<file path="src/include/pin_mux_pkg.sv">
// Purpose: shared constants and carriers for the shared pin function select
// Assumes: one system clock, no register bus
// Notes: port G bit positions name the shared functions on each pin
package pin_mux_pkg;

    // ------------------------------------------------------------
    // widths
    // ------------------------------------------------------------
    localparam int PORTG_W = 8;
    localparam int CAPTURE_W = 4;
    localparam int IRQ_W = 8;
    localparam int SYNC_STAGES = 3;

    // ------------------------------------------------------------
    // port g bit positions
    // ------------------------------------------------------------
    localparam int PG_TRIG_BIT = 4;
    localparam int PG_RX_BIT = 5;
    localparam int PG_TX_BIT = 6;
    localparam int PG_CLK_BIT = 7;

    // ------------------------------------------------------------
    // reset values
    // ------------------------------------------------------------
    localparam logic PAD_OUT_RST = 1'h0;
    localparam logic PAD_OE_RST = 1'h0;
    localparam logic [7:0] PORTG_RST = 8'h00;
    localparam logic SYNC_RST = 1'h0;
    localparam logic OPEN_DRAIN_LOW = 1'h0;

    // ------------------------------------------------------------
    // carriers
    // ------------------------------------------------------------
    typedef struct packed {
        logic out;
        logic oe;
    } pad_drive_t;

    typedef struct packed {
        logic [7:0] data;
        logic [7:0] dir;
    } portg_ctrl_t;

    typedef struct packed {
        logic data;
        logic dir;
    } port_bit_ctrl_t;

    typedef struct packed {
        logic rx_en;
        logic tx_en;
        logic tx;
        logic clk_oe;
        logic clk_out;
    } serial_c_ctrl_t;

    // ------------------------------------------------------------
    // shared pin 71 owner
    // ------------------------------------------------------------
    typedef enum logic [1:0] {
        OWN_TWOWIRE = 2'b00,
        OWN_ADDR = 2'b01,
        OWN_PORT = 2'b10
    } pin71_owner_t;

endpackage : pin_mux_pkg

</file>
<file path="src/pin_sync.sv">
// Purpose: three stage pin synchroniser with agreement filter
// Assumes: inputs arrive from pins outside the system clock domain
// Notes: output moves only once stages two and three agree
`timescale 1ns/10ps
module pin_sync #(
    parameter int WIDTH = 8
) (
    // clock and reset
    input wire logic clk_sys_i,
    input wire logic rstn_i,
    // pins and filtered result
    input wire logic [WIDTH-1:0] pin_i,
    output logic [WIDTH-1:0] level_o
);

    logic [WIDTH-1:0] s1_reg;
    logic [WIDTH-1:0] s2_reg;
    logic [WIDTH-1:0] s3_reg;
    logic [WIDTH-1:0] level_reg;
    logic [WIDTH-1:0] level_next;

    // ------------------------------------------------------------
    // agreement filter
    // ------------------------------------------------------------
    always_comb begin
        for (int i = 0; i < WIDTH; i++) begin
            level_next[i] = (s2_reg[i] == s3_reg[i]) ? s3_reg[i] : level_reg[i];
        end
    end

    always_ff @(posedge clk_sys_i or negedge rstn_i) begin
        if (!rstn_i) begin
            s1_reg <= {WIDTH{pin_mux_pkg::SYNC_RST}};
            s2_reg <= {WIDTH{pin_mux_pkg::SYNC_RST}};
            s3_reg <= {WIDTH{pin_mux_pkg::SYNC_RST}};
            level_reg <= {WIDTH{pin_mux_pkg::SYNC_RST}};
        end else begin
            s1_reg <= pin_i;
            s2_reg <= s1_reg;
            s3_reg <= s2_reg;
            level_reg <= level_next;
        end
    end

    assign level_o = level_reg;

endmodule : pin_sync

</file>
<file path="src/shared_pin_function_select.sv">
// Purpose: function select for the top address / two-wire clock pin and port g pins
// Assumes: all peripheral and port controls come from the system clock domain
// Notes: pad drives and peripheral inputs are registered; pins pass a three stage sync
`timescale 1ns/10ps
// Contract
// With the second two-wire channel on, its clock pin is open drain and the port driver stays off unless enabled.
// The shared pin carries the top address bit only with two-wire off and the external bus using it.
// With two-wire off and the address line unused, the shared pin is a port bit.
// Each of the eight external interrupts samples its pin continuously while enabled, port output off unless driven.
// The four capture inputs follow their pins continuously while selected, port output off; the code leaves the pin to the port data and direction.
// The converter start trigger follows its pin continuously while selected, port output undriven; the code leaves the pin to the port data and direction.
// The free-run timer external clock follows its pin continuously while selected, port output off; the code leaves the pin to the port data and direction.
// The third serial receiver follows its data-in pin continuously while receiving, port output off; the code leaves the pin to the port data and direction.
// The third serial transmit drives its pin only while its data output enable is set.
// The third serial clock drives its pin only while its clock output enable is set.
// A pin with no peripheral output takes direction and value from the port data and direction.
module shared_pin_function_select #(
    parameter int PORTG_W = pin_mux_pkg::PORTG_W,
    parameter int CAPTURE_W = pin_mux_pkg::CAPTURE_W
) (
    // clock and reset
    input wire logic clk_sys_i,
    input wire logic rstn_i,
    // shared top address / two-wire clock pin
    input wire logic addr_top_bit_pin_i,
    output pin_mux_pkg::pad_drive_t addr_top_bit_pin_o,
    // two-wire channel b
    input wire logic twowire_b_enable_i,
    input wire logic twowire_b_clock_out_i,
    output logic twowire_b_clock_pin_o,
    // external bus top address bit
    input wire logic extbus_addr_top_used_i,
    input wire logic addr_top_bit_i,
    // port 6 bit 7
    input wire pin_mux_pkg::port_bit_ctrl_t port6_bit7_i,
    output logic port6_bit7_o,
    // port g pins and control
    input wire logic [PORTG_W-1:0] portg_pin_i,
    output logic [PORTG_W-1:0] portg_pin_out_o,
    output logic [PORTG_W-1:0] portg_pin_oe_o,
    input wire pin_mux_pkg::portg_ctrl_t portg_ctrl_i,
    output logic [PORTG_W-1:0] portg_in_o,
    // external interrupts
    input wire logic [PORTG_W-1:0] ext_irq_en_i,
    output logic [PORTG_W-1:0] ext_irq_o,
    // input capture
    input wire logic [CAPTURE_W-1:0] capture_sel_i,
    output logic [CAPTURE_W-1:0] capture_inputs_o,
    // converter trigger and free-run clock
    input wire logic converter_trig_sel_i,
    output logic converter_start_trigger_o,
    input wire logic freerun_ext_sel_i,
    output logic freerun_ext_clock_o,
    // serial channel c
    input wire pin_mux_pkg::serial_c_ctrl_t serial_c_ctrl_i,
    output logic serial_c_rx_o,
    output logic serial_c_clock_in_o
);

    // ------------------------------------------------------------
    // declarations
    // ------------------------------------------------------------
    logic [PORTG_W-1:0] portg_sync;
    logic pin71_sync;
    pin_mux_pkg::pin71_owner_t owner;
    pin_mux_pkg::pad_drive_t pin71_reg;
    pin_mux_pkg::pad_drive_t pin71_next;
    logic [PORTG_W-1:0] portg_out_reg;
    logic [PORTG_W-1:0] portg_out_next;
    logic [PORTG_W-1:0] portg_oe_reg;
    logic [PORTG_W-1:0] portg_oe_next;
    logic [PORTG_W-1:0] drv_out;
    logic [PORTG_W-1:0] drv_oe;
    logic twowire_clk_reg;
    logic twowire_clk_next;
    logic port67_in_reg;
    logic port67_in_next;
    logic [PORTG_W-1:0] portg_in_reg;
    logic [PORTG_W-1:0] irq_reg;
    logic [PORTG_W-1:0] irq_next;
    logic [CAPTURE_W-1:0] cap_reg;
    logic [CAPTURE_W-1:0] cap_next;
    logic trig_reg;
    logic trig_next;
    logic frun_clk_reg;
    logic frun_clk_next;
    logic rx_reg;
    logic rx_next;
    logic sck_in_reg;
    logic sck_in_next;

    // ------------------------------------------------------------
    // pin synchronisers
    // ------------------------------------------------------------
    pin_sync #(
        .WIDTH(PORTG_W + 1)
    ) u_pin_sync (
        .clk_sys_i(clk_sys_i),
        .rstn_i(rstn_i),
        .pin_i({addr_top_bit_pin_i, portg_pin_i}),
        .level_o({pin71_sync, portg_sync})
    );

    // ------------------------------------------------------------
    // shared top address pin
    // ------------------------------------------------------------
    always_comb begin
        if (twowire_b_enable_i) begin
            owner = pin_mux_pkg::OWN_TWOWIRE;
        end else if (extbus_addr_top_used_i) begin
            owner = pin_mux_pkg::OWN_ADDR;
        end else begin
            owner = pin_mux_pkg::OWN_PORT;
        end
    end

    always_comb begin
        pin71_next.out = pin_mux_pkg::PAD_OUT_RST;
        pin71_next.oe = pin_mux_pkg::PAD_OE_RST;
        case (owner)
            pin_mux_pkg::OWN_TWOWIRE: begin
                // open drain: only pulls low, port driver only if asked
                pin71_next.out = pin_mux_pkg::OPEN_DRAIN_LOW;
                pin71_next.oe = !twowire_b_clock_out_i ||
                    (port6_bit7_i.dir && !port6_bit7_i.data);
            end
            pin_mux_pkg::OWN_ADDR: begin
                pin71_next.out = addr_top_bit_i;
                pin71_next.oe = 1'h1;
            end
            pin_mux_pkg::OWN_PORT: begin
                pin71_next.out = port6_bit7_i.data;
                pin71_next.oe = port6_bit7_i.dir;
            end
            default: begin
                pin71_next.out = pin_mux_pkg::PAD_OUT_RST;
                pin71_next.oe = pin_mux_pkg::PAD_OE_RST;
            end
        endcase
        twowire_clk_next = twowire_b_enable_i ? pin71_sync : twowire_clk_reg;
        port67_in_next = pin71_sync;
    end

    always_ff @(posedge clk_sys_i or negedge rstn_i) begin
        if (!rstn_i) begin
            pin71_reg.out <= pin_mux_pkg::PAD_OUT_RST;
            pin71_reg.oe <= pin_mux_pkg::PAD_OE_RST;
            twowire_clk_reg <= pin_mux_pkg::SYNC_RST;
            port67_in_reg <= pin_mux_pkg::SYNC_RST;
        end else begin
            pin71_reg <= pin71_next;
            twowire_clk_reg <= twowire_clk_next;
            port67_in_reg <= port67_in_next;
        end
    end

    // ------------------------------------------------------------
    // port g output select per bit
    // ------------------------------------------------------------
    genvar gi;
    generate
        for (gi = 0; gi < PORTG_W; gi++) begin : g_portg_drv
            always_comb begin
                if (gi == pin_mux_pkg::PG_TX_BIT && serial_c_ctrl_i.tx_en) begin
                    drv_out[gi] = serial_c_ctrl_i.tx;
                    drv_oe[gi] = 1'h1;
                end else if (gi == pin_mux_pkg::PG_CLK_BIT && serial_c_ctrl_i.clk_oe) begin
                    drv_out[gi] = serial_c_ctrl_i.clk_out;
                    drv_oe[gi] = 1'h1;
                end else begin
                    // input functions leave the pin to the port settings
                    drv_out[gi] = portg_ctrl_i.data[gi];
                    drv_oe[gi] = portg_ctrl_i.dir[gi];
                end
            end
        end
    endgenerate

    // ------------------------------------------------------------
    // peripheral inputs from port g pins
    // ------------------------------------------------------------
    always_comb begin
        portg_out_next = drv_out;
        portg_oe_next = drv_oe;
        irq_next = portg_sync & ext_irq_en_i;
        cap_next = portg_sync[CAPTURE_W-1:0] & capture_sel_i;
        trig_next = portg_sync[pin_mux_pkg::PG_TRIG_BIT] & converter_trig_sel_i;
        frun_clk_next = portg_sync[pin_mux_pkg::PG_TRIG_BIT] & freerun_ext_sel_i;
        rx_next = serial_c_ctrl_i.rx_en ? portg_sync[pin_mux_pkg::PG_RX_BIT] : rx_reg;
        // clock pin serves as input when not driven
        sck_in_next = serial_c_ctrl_i.clk_oe ? sck_in_reg : portg_sync[pin_mux_pkg::PG_CLK_BIT];
    end

    always_ff @(posedge clk_sys_i or negedge rstn_i) begin
        if (!rstn_i) begin
            portg_out_reg <= PORTG_W'(pin_mux_pkg::PORTG_RST);
            portg_oe_reg <= PORTG_W'(pin_mux_pkg::PORTG_RST);
            portg_in_reg <= PORTG_W'(pin_mux_pkg::PORTG_RST);
            irq_reg <= PORTG_W'(pin_mux_pkg::PORTG_RST);
            cap_reg <= CAPTURE_W'(pin_mux_pkg::PORTG_RST);
            trig_reg <= pin_mux_pkg::SYNC_RST;
            frun_clk_reg <= pin_mux_pkg::SYNC_RST;
            rx_reg <= pin_mux_pkg::SYNC_RST;
            sck_in_reg <= pin_mux_pkg::SYNC_RST;
        end else begin
            portg_out_reg <= portg_out_next;
            portg_oe_reg <= portg_oe_next;
            portg_in_reg <= portg_sync;
            irq_reg <= irq_next;
            cap_reg <= cap_next;
            trig_reg <= trig_next;
            frun_clk_reg <= frun_clk_next;
            rx_reg <= rx_next;
            sck_in_reg <= sck_in_next;
        end
    end

    // ------------------------------------------------------------
    // outputs
    // ------------------------------------------------------------
    assign addr_top_bit_pin_o = pin71_reg;
    assign twowire_b_clock_pin_o = twowire_clk_reg;
    assign port6_bit7_o = port67_in_reg;
    assign portg_pin_out_o = portg_out_reg;
    assign portg_pin_oe_o = portg_oe_reg;
    assign portg_in_o = portg_in_reg;
    assign ext_irq_o = irq_reg;
    assign capture_inputs_o = cap_reg;
    assign converter_start_trigger_o = trig_reg;
    assign freerun_ext_clock_o = frun_clk_reg;
    assign serial_c_rx_o = rx_reg;
    assign serial_c_clock_in_o = sck_in_reg;

endmodule : shared_pin_function_select

</file>
<file path="config.mk">
export PLATFORM = sky130hd
export DESIGN_NAME = shared_pin_function_select
export DESIGN_NICKNAME = d
export VERILOG_FILES = /design/src/include/pin_mux_pkg.sv /design/src/pin_sync.sv /design/src/shared_pin_function_select.sv
export SDC_FILE = /design/constraint.sdc
export NUM_CORES = 1
export LEC_CHECK = 0
export BUFFER_PORTS_ARGS = -buffer_cell sky130_fd_sc_hd__buf_2
export CORE_ASPECT_RATIO = 1.2
export CORE_MARGIN = 2
export CORE_UTILIZATION = 52
export CTS_BUF_LIST = sky130_fd_sc_hd__clkbuf_8
export CTS_CLUSTER_SIZE = 20
export DETAILED_ROUTE_END_ITERATION = 7
export MAX_ROUTING_LAYER = met4
export PLACE_DENSITY = 0.86
export SLEW_MARGIN = 20
export SYNTH_ARGS = -nofsm -noshare
export SYNTH_HDL_FRONTEND = slang
export SYNTH_HIERARCHICAL = 1
export SYNTH_SLANG_ARGS = --single-unit
</file>
<file path="constraint.sdc">
create_clock -name clk_sys_i -period 1.8 [get_ports clk_sys_i]
set_clock_uncertainty 0.2 [all_clocks]
set_input_delay 0.09 -clock clk_sys_i [delete_from_list [all_inputs] [get_ports clk_sys_i]]
set_output_delay 0.09 -clock clk_sys_i [all_outputs]
set_load 0.01 [all_outputs]
</file>
==> results.yml <==
setup_path:
  max_stage_delay_ns: 0.55
  critPathLaunchType: "primary input"
  crit_arrival_ns: 1.74
  path_common_cell: "dlygate4sd3_1"
  critPathKind: "in2reg"
  crit_path_top_delay_cell: "dlygate4sd3_1"
  critPathBufInv: 3
  crit_cells: 6
  worst-endpoint-required_ns: 1.81
  reg2reg_depth: 1
  r2r_end: "u_pin_sync/level_o[4]"
  path_delay_family: "buffers and inverters"
  crit_path_end_kind: "flip-flop"
  crit_path_start: "twowire_b_enable_i"
  cp-endpoint: "addr_top_bit_pin_o[0]"
  crit_chain: "dlygate4sd3_1, buf_2, nor2_1, a21oi_1, o21a_1, dlygate4sd3_1"
  r2r_start: "u_pin_sync/level_o[4]"
  cp_max_fo: 5
  rrSetupSlack_ns: 0.75
cts:
  cts_sinks: 80
  htreeDepth: 3
  clock_path_buffers: 2
  cts_root_buffer: "clkbuf_8"
  ctsHoldBuffers: 50
  cts_tree: "yes"
  cts_setup_buffers: 0
  clkSlewWorstSetupHoldPaths_ns: 0.08
  cts_resized: 0
  numCtsBuffers: 9
  clk_latency_ns: 0.32
timing:
  layout_min_cycle_time_ns: 1.73
  worst_pin_slew_ns: 0.472
  drv_slew: 0
  hold_violations: 0
  setup_viol: 0
  max_slew_margin_pct: 68.5
  grt_setup_unrepaired: "false"
  fmax_ghz: 0.577
  period_share_pct: 96.3
  setup_tns_ns: 0
pwr:
  p_leak_nw: 1.77
  power_w: 0.00370
  power.density_nw_per_um2: 1030
  peakVddDrop_v: 0.000947
synthesis:
  yosys.area.top_type: "dfrtp_1"
  synth_top_area_share_pct: 87.2
  syn_area_per_cell_um2: 19.8
  synthesis.nets: 168
  synthTopCellsByArea: "dfrtp_1, maj3_2, and2_1"
  netlist_area_um2: 2290
  synth.distinct_cells: 10
  yosysSeqAreaShare_pct: 87.2
  ys_warn_count: 6
  synth_cells: 116
  ys_ff_latch: 80
global_route:
  grt-busiest-layer: "met2"
  grt_pass1_vias: 1720
  gr-usage-met2_pct: 39.1
  grt_max_degree: 41
  met3_usage_pct: 4.25
  use_met1_pct: 25.4
  antenna_found_initial: 0
  gr-total-overflow: 0
  grt_usage_pct: 22.2
  grt_pass1_wl_um: 7960
drt:
  drtIter0Drc: 77
  viasPerCell: 4.47
  ant_nets: 0
  wl_um: 4800
  route.detailed.drc: 0
  num_vias: 1497
  first_pass_iters: 3
  wire_per_inst_um: 14.3
layout:
  syn2layout_area_growth_pct: 55.8
  final_common_cell: "buf_2"
  nNetsFinal: 326
  final_cell_mix: "buf_2, dfrtp_1, dlygate4sd3_1, and2_1, clkbuf_8"
  antenna_cells: 0
  final_util_pct: 83.9
  drive_gt1_share_pct: 45.9
run:
  drv_cap: 0
run_status:
  outcome: "completed"
floorplanning:
  design.portCount: 96
  rows: 26
  die-area_um2: 4960
  die_x_um: 64.6
  fp.coreArea_um2: 4260
  initial_core_util_pct: 53.8
  dieHeight_um: 76.8
hold_path:
  hp-class: "in2async"
placed_design:
  place_hpwl_um: 2650
  port_buffers: 95
  gp_congestion: 0.710
how the worst min path moves through the flow:
stage	depth (start not counted)	start	end	slack [ns]
after detailed placement	1	rstn_i	capture_inputs_o[2]	-0.11
after global placement	1	rstn_i	capture_inputs_o[2]	-0.13
final	2	rstn_i	ext_irq_o[2]	0.09
after CTS	2	rstn_i	u_pin_sync/s1_reg[6]	0.07
after global routing	2	rstn_i	ext_irq_o[2]	0.13
after floorplan	0	rstn_i	addr_top_bit_pin_o[0]	-0.41
Yosys cell counts, drive strengths merged:
master	number
a21oi	1
and2	14
dfrtp	80
maj3	9
mux2	5
mux2i	1
nand3	1
nor2	2
o21a	1
or2	2
power breakdown:
group          internal [W]  total (W)  switching (W)
sequential          0.00192    0.00198      0.0000552
combinational      0.000212   0.000373       0.000160
clock              0.000758    0.00135       0.000591
total               0.00289    0.00370       0.000807
logic make-up (layout without fill, tap and decap cells):
family	Yosys count	in the layout	share of synthesized area, %
flip-flops	80	80	87.2
AND/OR/NAND/NOR	19	19	4.91
adder cells (fa/ha/maj)	9	9	4.42
multiplexers	6	6	2.89
AO/OA/AOI/OAI	2	2	0.545
buffers and inverters	0	163	0
layout make-up:
| class | instances | area (um^2) |
|---|---|---|
| Clock buffer | 12 | 165 |
| Clock inverter | 4 | 51.3 |
| Fill cell | 198 | 687 |
| Multi-Input combinational cell | 36 | 293 |
| Sequential cell | 80 | 2000 |
| Tap cell | 56 | 70.1 |
| Timing Repair Buffer | 147 | 993 |
metal layers:
layer	routed length [um]	part of all wire, %
met1	1850	39
met2	2650	55
met3	269	5.6
met4	29	0.60
met5	0	0
per-stage QoR:
step	area, um^2	instances	hold WS, ns	setup slack [ns]
global placement	2860	269	-0.128	0.787
finish	3570	335	0.0921	0.0665
global route	3570	335	0.129	0.0470
CTS	3570	335	0.0675	0.168
floorplan	2290	116	-0.406	0.799
detailed placement	2860	269	-0.114	0.761
Note: power is estimated with default switching activity, not from simulation.
